File: config.mk
export PLATFORM = sky130hd
export DESIGN_NAME = bcr_config_regs
export DESIGN_NICKNAME = d
export VERILOG_FILES = /design/src/bcr_pkg.sv /design/src/bcr_ms_tick.sv /design/src/bcr_config_regs.sv
export SDC_FILE = /design/constraint.sdc
export NUM_CORES = 1
export LEC_CHECK = 0
export ABC_AREA = 1
export BUFFER_PORTS_ARGS = -buffer_cell sky130_fd_sc_hd__buf_2
export CORE_ASPECT_RATIO = 1.5
export CORE_MARGIN = 2
export CORE_UTILIZATION = 49
export CTS_CLUSTER_DIAMETER = 200
export CTS_CLUSTER_SIZE = 10
export DETAILED_ROUTE_END_ITERATION = 10
export PLACE_DENSITY = 0.71
export SKIP_LAST_GASP = 1
export SYNTH_ARGS = -nofsm -noshare
export SYNTH_HDL_FRONTEND = slang
export SYNTH_SLANG_ARGS = --single-unit
File: constraint.sdc
create_clock -name i_core_clk -period 5.34 [get_ports i_core_clk]
set_input_delay 0 -clock i_core_clk [delete_from_list [all_inputs] [get_ports i_core_clk]]
set_output_delay 0 -clock i_core_clk [all_outputs]
set_load 0.005 [all_outputs]
File: src/bcr_pkg.sv
// Constants and types shared by the configuration register set
`default_nettype none
package bcr_pkg;

  // Clock and timing
  localparam int unsigned CLK_HZ          = 25_000_000;
  localparam int unsigned CYC_PER_MS      = CLK_HZ / 1000;
  localparam int unsigned TIMEOUT_UNIT_MS = 128;  // Timeout byte unit
  localparam int unsigned PROBE_WAIT_MS   = 50;   // Wait before probe

  // Configuration byte offsets
  localparam logic [3:0] OFS_SIG_LO      = 4'h0;
  localparam logic [3:0] OFS_SIG_HI      = 4'h1;
  localparam logic [3:0] OFS_EVENT_CMD   = 4'h2;
  localparam logic [3:0] OFS_POWER_MGMT  = 4'h3;
  localparam logic [3:0] OFS_INIT_TMO    = 4'h4;
  localparam logic [3:0] OFS_LINK_DRIVE  = 4'h5;
  localparam logic [3:0] OFS_DESIG_LO    = 4'h6;
  localparam logic [3:0] OFS_DESIG_HI    = 4'h7;

  // Field positions in link_and_drive_control
  localparam int unsigned BIT_LINK_HS     = 7;
  localparam int unsigned BIT_CB_LEN_16   = 6;
  localparam int unsigned BIT_DRIVE_SEL   = 5;
  localparam int unsigned BIT_ATAPI_RST   = 4;
  localparam int unsigned BIT_DEV_KIND    = 3;
  localparam int unsigned BIT_FS_LOCK     = 2;
  localparam int unsigned BIT_MSC_RST     = 1;
  localparam int unsigned BIT_RDY_POL     = 0;

  // Writable bits of link_and_drive_control
  localparam logic [7:0] LINK_DRIVE_WMASK = 8'h77;

  // Internal ROM defaults, also the values after reset
  localparam logic [7:0] RST_EVENT_CMD   = 8'h00;
  localparam logic [7:0] RST_POWER_MGMT  = 8'h00;
  localparam logic [7:0] RST_INIT_TMO    = 8'h80;
  localparam logic [7:0] RST_LINK_DRIVE  = 8'h00;
  localparam logic [7:0] RST_DESIG_LO    = 8'h24;
  localparam logic [7:0] RST_DESIG_HI    = 8'h24;

  // Width of the drive initialisation millisecond counter
  localparam int unsigned MS_W = 15;

  // Drive initialisation states, Gray from IDLE to DONE along the APM path
  typedef enum logic [2:0] {
    BCR_IDLE  = 3'h0,
    BCR_RESET = 3'h1,
    BCR_POLL  = 3'h3,
    BCR_APM   = 3'h2,
    BCR_DONE  = 3'h6,
    BCR_CTL   = 3'h4
  } bcr_init_e;

  // Configuration bytes held in hardware
  typedef struct packed {
    logic [7:0] event_notify_command;
    logic [7:0] power_mgmt_level;
    logic [7:0] drive_init_timeout;
    logic [7:0] link_and_drive_control;
    logic [7:0] vendor_cmd_designator_low;
    logic [7:0] vendor_cmd_designator_high;
  } bcr_cfg_s;

  // Whole state of the top module
  typedef struct packed {
    bcr_cfg_s        cfg;
    logic            rdy_s1;
    logic            rdy_s2;
    logic            mode_s1;
    logic            mode_s2;
    logic            drive_ready;
    logic [7:0]      rd_data;
    logic            mem_wr;
    logic [3:0]      mem_addr;
    logic [7:0]      mem_data;
    logic [5:0]      probe_ms;
    logic            probe_done;
    logic            probe_pulse;
    bcr_init_e       init;
    logic [MS_W-1:0] init_ms;
    logic            drive_reset;
    logic            devctl_wr;
    logic            set_features;
    logic            init_active;
  } bcr_state_s;

endpackage
`default_nettype wire

File: src/bcr_ms_tick.sv
// Millisecond tick generator for the configuration register set
`default_nettype none
module bcr_ms_tick #(
  parameter int unsigned P_CYC_PER_MS = 25000
) (
  // Clock and reset
  input  wire logic i_core_clk,
  input  wire logic i_resetn,
  // Tick out
  output logic      o_tick
);

  localparam int unsigned CW = $clog2(P_CYC_PER_MS + 1);
  localparam logic [CW-1:0] LAST = CW'(P_CYC_PER_MS - 1);

  logic [CW-1:0] cnt_q;
  logic [CW-1:0] cnt_d;
  logic          tick_q;

  // Count cycles of one millisecond
  always_comb begin
    cnt_d = (cnt_q == LAST) ? '0 : cnt_q + CW'(1);
  end

  // Register counter and tick
  always_ff @(posedge i_core_clk or negedge i_resetn) begin
    if (!i_resetn) begin
      cnt_q  <= '0;
      tick_q <= 1'b0;
    end else begin
      cnt_q  <= cnt_d;
      tick_q <= (cnt_q == LAST);
    end
  end

  assign o_tick = tick_q;

endmodule
`default_nettype wire

File: src/bcr_config_regs.sv
// Configuration register set: loading, vendor writes and drive setup
`default_nettype none
module bcr_config_regs
  import bcr_pkg::*;
#(
  parameter int unsigned P_CYC_PER_MS = CYC_PER_MS
) (
  // Clock and reset
  input  wire logic        i_core_clk,
  input  wire logic        i_resetn,
  // Configuration image load (ROM, serial memory or identify data)
  input  wire logic        i_load_valid,
  input  wire logic [3:0]  i_load_addr,
  input  wire logic [7:0]  i_load_data,
  // Host vendor write to serial memory configuration space
  input  wire logic        i_vwr_valid,
  input  wire logic [3:0]  i_vwr_addr,
  input  wire logic [7:0]  i_vwr_data,
  // Write passed on to the serial memory
  output logic             o_mem_wr,
  output logic [3:0]       o_mem_addr,
  output logic [7:0]       o_mem_data,
  // Register read port
  input  wire logic [3:0]  i_rd_addr,
  output logic [7:0]       o_rd_data,
  // Status from the link and the drive side
  input  wire logic        i_link_high_speed,
  input  wire logic        i_device_kind_flag,
  input  wire logic        i_apm_supported,
  input  wire logic        i_skip_init,
  // Pins
  input  wire logic        i_drive_ready_in,
  input  wire logic        i_identify_mode,
  // Drive initialisation control
  input  wire logic        i_init_start,
  input  wire logic        i_reset_complete,
  output logic             o_init_active,
  output logic             o_drive_reset,
  output logic             o_devctl_wr,
  output logic             o_set_features,
  output logic [7:0]       o_power_mgmt_level,
  output logic             o_atapi_reset_en,
  output logic             o_drive_select,
  // Serial memory probe request
  output logic             o_probe_serial,
  // Link and command decode controls
  output logic             o_full_speed_lock,
  output logic             o_cb_len_16,
  output logic             o_msc_soft_reset_sel,
  output logic [7:0]       o_event_notify_cmd,
  output logic             o_event_notify_en,
  output logic             o_drive_ready,
  input  wire logic [15:0] i_cb_designator,
  output logic             o_vendor_ata_match
);

  bcr_state_s s_q;
  bcr_state_s s_d;
  logic       tick;

  // Cycle to millisecond prescaler
  bcr_ms_tick #(
    .P_CYC_PER_MS (P_CYC_PER_MS)
  ) u_tick (
    .i_core_clk (i_core_clk),
    .i_resetn   (i_resetn),
    .o_tick     (tick)
  );

  // Store one configuration byte; signature and upper bytes are dropped
  function automatic bcr_cfg_s apply_byte(
    input bcr_cfg_s   c,
    input logic [3:0] addr,
    input logic [7:0] data
  );
    bcr_cfg_s r;
    r = c;
    case (addr)
      OFS_EVENT_CMD:  r.event_notify_command = data;
      OFS_POWER_MGMT: r.power_mgmt_level = data;
      OFS_INIT_TMO:   r.drive_init_timeout = data;
      OFS_LINK_DRIVE: begin
        r.link_and_drive_control = data & LINK_DRIVE_WMASK;
      end
      OFS_DESIG_LO:   r.vendor_cmd_designator_low = data;
      OFS_DESIG_HI:   r.vendor_cmd_designator_high = data;
      default:        r = c;
    endcase
    return r;
  endfunction

  // Timeout limit in milliseconds
  function automatic logic [MS_W-1:0] timeout_ms(input logic [7:0] v);
    return MS_W'(v) * MS_W'(TIMEOUT_UNIT_MS);
  endfunction

  // Next-state logic
  always_comb begin
    logic [MS_W-1:0] limit;
    logic            expired;
    logic            want_apm;
    s_d      = s_q;
    limit    = timeout_ms(s_q.cfg.drive_init_timeout);
    expired  = 1'b0;
    want_apm = 1'b0;

    // Pin synchronisers
    s_d.rdy_s1  = i_drive_ready_in;
    s_d.rdy_s2  = s_q.rdy_s1;
    s_d.mode_s1 = i_identify_mode;
    s_d.mode_s2 = s_q.mode_s1;

    // Ready polarity, forced active high in identify mode
    if (s_q.mode_s2) begin
      s_d.drive_ready = s_q.rdy_s2;
    end else begin
      s_d.drive_ready = s_q.rdy_s2 ^ s_q.cfg.link_and_drive_control[BIT_RDY_POL];
    end

    // Image loads; vendor write wins on the same cycle
    s_d.mem_wr = 1'b0;
    if (i_vwr_valid) begin
      s_d.cfg      = apply_byte(s_q.cfg, i_vwr_addr, i_vwr_data);
      s_d.mem_wr   = 1'b1;
      s_d.mem_addr = i_vwr_addr;
      s_d.mem_data = i_vwr_data;
    end else if (i_load_valid) begin
      s_d.cfg = apply_byte(s_q.cfg, i_load_addr, i_load_data);
    end

    // Register read, live status bits merged into 0x5
    case (i_rd_addr)
      OFS_EVENT_CMD:  s_d.rd_data = s_q.cfg.event_notify_command;
      OFS_POWER_MGMT: s_d.rd_data = s_q.cfg.power_mgmt_level;
      OFS_INIT_TMO:   s_d.rd_data = s_q.cfg.drive_init_timeout;
      OFS_LINK_DRIVE: begin
        s_d.rd_data = s_q.cfg.link_and_drive_control;
        s_d.rd_data[BIT_LINK_HS]  = i_link_high_speed;
        s_d.rd_data[BIT_DEV_KIND] = i_device_kind_flag;
      end
      OFS_DESIG_LO:   s_d.rd_data = s_q.cfg.vendor_cmd_designator_low;
      OFS_DESIG_HI:   s_d.rd_data = s_q.cfg.vendor_cmd_designator_high;
      default:        s_d.rd_data = 8'h00;
    endcase

    // Serial memory probe once, 50 ms after reset release
    s_d.probe_pulse = 1'b0;
    if (!s_q.probe_done && tick) begin
      if (s_q.probe_ms == 6'(PROBE_WAIT_MS - 1)) begin
        s_d.probe_pulse = 1'b1;
        s_d.probe_done  = 1'b1;
      end else begin
        s_d.probe_ms = s_q.probe_ms + 6'd1;
      end
    end

    // Drive initialisation sequence
    s_d.drive_reset  = 1'b0;
    s_d.devctl_wr    = 1'b0;
    s_d.set_features = 1'b0;
    expired  = tick && (limit != '0) && (s_q.init_ms + MS_W'(1) >= limit);
    want_apm = i_device_kind_flag && i_apm_supported &&
               (s_q.cfg.power_mgmt_level != 8'h00);
    case (s_q.init)
      BCR_IDLE: begin
        if (i_init_start) begin
          s_d.init        = BCR_RESET;
          s_d.init_active = 1'b1;
        end
      end
      BCR_RESET: begin
        s_d.drive_reset = 1'b1;
        s_d.init_ms     = '0;
        s_d.init        = i_skip_init ? BCR_CTL : BCR_POLL;
      end
      BCR_CTL: begin
        s_d.devctl_wr = 1'b1;
        s_d.init      = BCR_DONE;
      end
      BCR_POLL: begin
        if (i_reset_complete) begin
          s_d.init = want_apm ? BCR_APM : BCR_DONE;
        end else if (expired) begin
          s_d.init = BCR_RESET;
        end else if (tick) begin
          s_d.init_ms = s_q.init_ms + MS_W'(1);
        end
      end
      BCR_APM: begin
        s_d.set_features = 1'b1;
        s_d.init         = BCR_DONE;
      end
      BCR_DONE: begin
        s_d.init_active = 1'b0;
        s_d.init        = BCR_IDLE;
      end
      default: begin
        s_d.init        = BCR_IDLE;
        s_d.init_active = 1'b0;
      end
    endcase
  end

  // State register, ROM defaults after reset
  always_ff @(posedge i_core_clk or negedge i_resetn) begin
    if (!i_resetn) begin
      s_q <= '0;
      s_q.cfg.event_notify_command       <= RST_EVENT_CMD;
      s_q.cfg.power_mgmt_level           <= RST_POWER_MGMT;
      s_q.cfg.drive_init_timeout         <= RST_INIT_TMO;
      s_q.cfg.link_and_drive_control     <= RST_LINK_DRIVE;
      s_q.cfg.vendor_cmd_designator_low  <= RST_DESIG_LO;
      s_q.cfg.vendor_cmd_designator_high <= RST_DESIG_HI;
      s_q.init                           <= BCR_IDLE;
    end else begin
      s_q <= s_d;
    end
  end

  // Register-backed outputs
  assign o_mem_wr       = s_q.mem_wr;
  assign o_mem_addr     = s_q.mem_addr;
  assign o_mem_data     = s_q.mem_data;
  assign o_rd_data      = s_q.rd_data;
  assign o_init_active  = s_q.init_active;
  assign o_drive_reset  = s_q.drive_reset;
  assign o_devctl_wr    = s_q.devctl_wr;
  assign o_set_features = s_q.set_features;
  assign o_probe_serial = s_q.probe_pulse;
  assign o_drive_ready  = s_q.drive_ready;
  assign o_power_mgmt_level    = s_q.cfg.power_mgmt_level;

  // Control bits straight from configuration
  assign o_event_notify_cmd = s_q.cfg.event_notify_command;
  assign o_event_notify_en  = (s_q.cfg.event_notify_command != 8'h00);
  assign o_cb_len_16        = s_q.cfg.link_and_drive_control[BIT_CB_LEN_16];
  assign o_atapi_reset_en   = s_q.cfg.link_and_drive_control[BIT_ATAPI_RST];
  assign o_full_speed_lock  = s_q.cfg.link_and_drive_control[BIT_FS_LOCK];
  assign o_msc_soft_reset_sel = s_q.cfg.link_and_drive_control[BIT_MSC_RST];

  // Drive select honoured only under init bypass
  assign o_drive_select = i_skip_init &
                          s_q.cfg.link_and_drive_control[BIT_DRIVE_SEL];

  // Vendor ATA designator compare
  assign o_vendor_ata_match =
    (i_cb_designator == {s_q.cfg.vendor_cmd_designator_high,
                         s_q.cfg.vendor_cmd_designator_low});

endmodule
`default_nettype wire

After elaboration in Yosys (flattened, before gate mapping)
Cells that the tools add are included.
{ "word_totals": {"regBits": 119, "inputBits": 56} }
{ "op_classes": {"add_sub_neg": 3, "order_cmp": 1, "eq_ne": 36, "mux": 35, "bitwise": 4, "reduce_logical": 31} }
{ "ops": {"columns": ["cell", "n"], "rows": [
  ["48-bit two-way mux", 2],
  ["8-bit two-way mux", 12],
  ["15-bit two-way mux", 4],
  ["4-bit by 3-bit == test with 1-bit output (second input constant)", 12],
  ["8-bit case mux with 6 select lines", 1],
  ["15-bit by 1-bit adder with 15-bit output (second input constant)", 2],
  ["15-bit case mux with 2 select lines", 1],
  ["4-bit by 2-bit == test with 1-bit output (second input constant)", 6],
  ["3-bit AND reduction", 6],
  ["16-bit == test", 1],
  ["2-bit nonzero test", 8],
  ["8-bit nonzero test", 2],
  ["15-bit == test (second input constant)", 1],
  ["15-bit greater-or-equal comparator", 1],
  ["3-bit two-way mux", 5],
  ["15-bit nonzero test", 1],
  ["2-bit by 1-bit != test with 1-bit output (second input constant)", 7],
  ["13-bit two-way mux", 1],
  ["3-bit case mux with 4 select lines", 1],
  ["2-bit AND reduction", 4],
  ["1-bit two-way mux", 7],
  ["6-bit by 1-bit adder with 6-bit output (second input constant)", 1],
  ["3-bit by 2-bit == test with 1-bit output (second input constant)", 2],
  ["6-bit == test (second input constant)", 1],
  ["14 further kinds", 21]
]} }

Longest topological paths before layout
{ "logic_depth": {"depth_word": 6, "depth_mapped": 24} }

Cells and area by module
A second synthesis with hierarchy kept.
{ "hier_totals": {"hier_cells": 800, "area_unflattened_um2": 6407.4} }
{ "modules_own_cells": {"columns": ["mod", "n_inst", "cells_each", "area_each_um2", "seq_area_each_um2"], "rows": [
  ["bcr_config_regs", 1, 670, 5482.8, 2558.7],
  ["bcr_ms_tick", 1, 130, 924.6, 400.4]
]} }

Worst setup path after synthesis
OpenSTA, ideal clock, no wires.
{ "synth_path": {"path_type": "register to register", "startpoint": "register s_q[4] (netlist bit)", "endpoint": "register s_q[13] (netlist bit)", "arrival_time_ns": 2.547, "required_time_ns": 5.223, "setup_slack_ns": 2.676, "path_stages_with_launch": 21, "synth_period_minus_slack_ns": 2.664, "path_cell_list": "dfrtp_1 ha_1 nand3_1 nor2_1 nand2_1 nor2_1 nand3_1 nand2_1 inv_1 or2_1 inv_1 ha_1 a21oi_1 o21ai_0 a21oi_1 nand2_2 nand2_4 nand2_4 buf_6 nand3_1 nand2_1"} }
{ "synth_between": {"elab_chain_cells": 5, "elab_cells_between_ends": 9, "cone_classes": "add/sub (1); order compare (1); eq/ne (1); mux (4); reduce/logical (2)"} }
{ "synth_rtl": {"columns": ["element", "line", "rtl"], "rows": [
  ["from (decl)", "bcr_config_regs.sv:57", "bcr_state_s s_q;"],
  ["15-bit by 1-bit adder with 15-bit output (*)", "bcr_config_regs.sv:161, bcr_config_regs.sv:186", null],
  ["15-bit greater-or-equal comparator or 15-bit two-way mux (tied branches)", "bcr_config_regs.sv:161, bcr_config_regs.sv:185", null],
  ["1-bit logical AND or 15-bit two-way mux (tied branches)", "bcr_config_regs.sv:161, bcr_config_regs.sv:183", null],
  ["2-bit != test (no source line) or 15-bit two-way mux (tied branches)", null, null],
  ["4-bit AND reduction (no source line) or 15-bit case mux with 2 select lines (tied branches)", null, null]
]} }
Every way passes the cells marked *; elsewhere a longest branch is shown, timed or not. The select of a mux whose other input is x is not followed.
A chain may end at the register's enable or synchronous reset.

Worst setup path in the final report
{ "layout_path": {"startpoint": "register s_q[5] (netlist bit)", "endpoint": "register s_q[8] (netlist bit)"} }
The elaborated chain is that of the path after synthesis.

==> impl_metrics.toml <==
[outcome]
outcome = "complete, no violations"

[yosys]
ys_warn_count = 0
synthFlopType = "dfrtp_1"
synth.distinct_cells = 36
netlist_area_mm2 = 0.00627
avgSynthCellArea_um2 = 7.97
ys_seq_area_frac = 0.472
synth-seq-cells = 118
synthArstFlopShare = 1.00
synth_cells = 787
synth_edf_count = 0
syn-num-nets = 856

[setup_path]
crit_path_start_kind = "register"
arrival_ns = 3.52
worstPathMaxFanout = 16
cp-end-kind = "register"
r2r-start = "s_q[5]$_DFFE_PN0P_"
path_class = "register to register"
crit_required_ns = 5.69
critPathLaunch = "s_q[5]$_DFFE_PN0P_"

[global_route]
overflow = 0
grt_max_degree = 69
grt_usage = 0.254
grt_pass1_wl_um = 26200
antenna_found_initial = 0
grt_pass1_vias = 5446

[detailed_routing]
drcViolationCount = 0
wl_per_cell_um = 15.2
postRouteAntennaNets = 0
vias_per_cell = 5.24
vias = 5583
first_iter_violations = 296
routed_wl_um = 16200
dr.pass1.iters = 5

[clocking]
root_buffer = "clkbuf_16"
clk_latency_ns = 0.41
clk_path_buf_depth = 2
post_cts_buffers = 0
cts.sinks = 118
htree_levels = 4
clk_pin_slew_ns = 0.05
cts_tree = "yes"
cts_buffers = 17

[timing]
layout_setup_ws_ns = 2.17
min_period_ns = 3.17
worst_pin_slew_ns = 0.995
skew_ns = 0.00603
setup-tns-final_ns = 0
slew_headroom = 0.333
rsz0062_at_grt = "false"
period_share = 0.594
slew_violations = 0
max_freq_ghz = 0.315
setup_viol = 0
finalHoldViolCount = 0

[die]
die_w_um = 96.4
die-area_mm2 = 0.0137
pin_count = 106
fp.dieH_um = 143
initial_core_util = 0.501
core_area_mm2 = 0.0125
row_count = 50

[pwr]
switchingPower_mw = 0.788
p_per_area_mw_per_mm2 = 358
power_frac_seq = 0.422
swShare = 0.291
clkPwrFrac = 0.391
p_leak_nw = 3.84
p_comb_frac = 0.187
p_int_mw = 1.92
max-vdd-ir-drop_mv = 0.244

[layout]
n_fill_cell = 1149
insertedDiodeCount = 0
drive_gt1_frac = 0.168
layout_commonest_cell = "nand2_1"
final_cell_mix = "197 x nand2_1, 113 x dfrtp_1, 104 x inv_1, 104 x buf_2, 73 x nor2_1"
fin_nets = 966
area_growth_pct = 20.5

[placed_design]
port_buffers = 105
place_ws_ns = 2.22
gp_congestion = 0.894
hpwl_um = 11600

[worst_hold_path]
hp-class = "primary input to register"
hold_start = "i_load_data[0]"

[job]
maxCapViolCount = 0
## per-stage QoR
step                utilization  power (mW)  cells  cell area [um2]  hold slack [ns]
floorplan                     -        1.48    787             6270           -0.296
global placement          0.533        1.62   1001             6670            0.109
detailed placement        0.533        1.63   1001             6670            0.112
CTS                       0.604        2.72   1065             7550           0.0695
global route              0.604        2.84   1065             7550            0.119
finish                    0.604        2.71   1065             7550           0.0767
## layer usage
layer | routed length [um] | track usage | vias up
met4 | 900 | 0.157 | 0
met5 | 0 | 0 | -
met1 | 6110 | 0.279 | 2603
met2 | 8320 | 0.438 | 194
met3 | 862 | 0.0535 | 57
li1 | - | - | 2729
## kinds of logic after synthesis
| group | after synthesis | share of synthesized area |
|---|---|---|
| fa+ha+maj | 13 | 0.0259 |
| flops | 118 | 0.472 |
| compound gates | 106 | 0.0950 |
| xor+xnor | 27 | 0.0377 |
| simple gates | 368 | 0.252 |
| buf+inv | 155 | 0.117 |
## final cells by class
cell class	instances	area, um2	area share
Sequential cell	118	2960	0.392
Timing Repair Buffer	140	873	0.116
Multi-Input combinational cell	514	2570	0.341
Clock buffer	22	474	0.0628
Tap cell	156	195	0.0258
Clock inverter	9	77.6	0.0103
Inverter	106	398	0.0527
## flip-flops by register name, summed over array words and instances, names as in the netlist, 2 cells and up
signal,cells
s_d,2
o_rd_data,8
o_event_notify_cmd,8
o_mem_data,8
s_q,53
o_power_mgmt_level,8
o_mem_addr,4
u_tick.cnt_q,15
## worst paths after layout
kind	cells after the start	slack [ns]	to
max	20	2.17	s_q[8]$_DFFE_PN0P_
min	5	0.08	s_q[64]$_DFFE_PN0P_
max reg2reg	20	2.17	s_q[8]$_DFFE_PN0P_
min reg2reg	0	0.34	s_q[54]$_DFF_PN0_
max in group asynchronous	3	3.91	s_q[62]$_DFFE_PN0P_
min in group asynchronous	2	0.23	s_q[17]$_DFFE_PN0P_
## power by group through the flow
stage | logic [mW] | registers [mW] | clock network [mW]
floorplan | 0.353 | 1.12 | 0
global placement | 0.472 | 1.15 | 0
detailed placement | 0.477 | 1.16 | 0
CTS | 0.509 | 1.14 | 1.07
global route | 0.581 | 1.16 | 1.11
finish | 0.505 | 1.14 | 1.06
## synth_stat cells (6+ instances only)
cell / n / share of area
nor2_1: 73 / 0.044
nand3_1: 38 / 0.030
nor4_1: 8 / 0.0080
buf_4: 36 / 0.043
or2_2: 6 / 0.0060
xnor2_1: 16 / 0.022
nand2_1: 197 / 0.12
ha_1: 13 / 0.026
xor2_1: 11 / 0.015
o21ai_0: 52 / 0.042
clkbuf_1: 8 / 0.0048
inv_1: 104 / 0.062
nand4_1: 21 / 0.021
nor3_1: 16 / 0.013
a21oi_1: 29 / 0.023
dfrtp_1: 113 / 0.45
## what timing repair did
item | in CTS | in global routing
hold buffers | 33 | 0
endpoints found under the setup margin | 0 | 0
endpoints found under the hold margin | 91 | 0
gates resized for setup | 0 | 0
## critical path: stages, from the launching register on
cell	delay, ns
dfrtp_1	0.43
ha_1	0.22
nand3_1	0.12
nor2_1	0.16
nand2_1	0.09
nor2_1	0.20
nand3_1	0.13
nand2_1	0.08
inv_1	0.04
or2_1	0.20
inv_1	0.06
ha_1	0.25
a21oi_1	0.16
o21ai_0	0.10
a21oi_1	0.19
nand2_2	0.10
nand2_4	0.10
nand2_4	0.13
nand2_2	0.21
nand2_1	0.09
nand2_1	0.07
No activity file was read; power rests on OpenSTA's default activity.
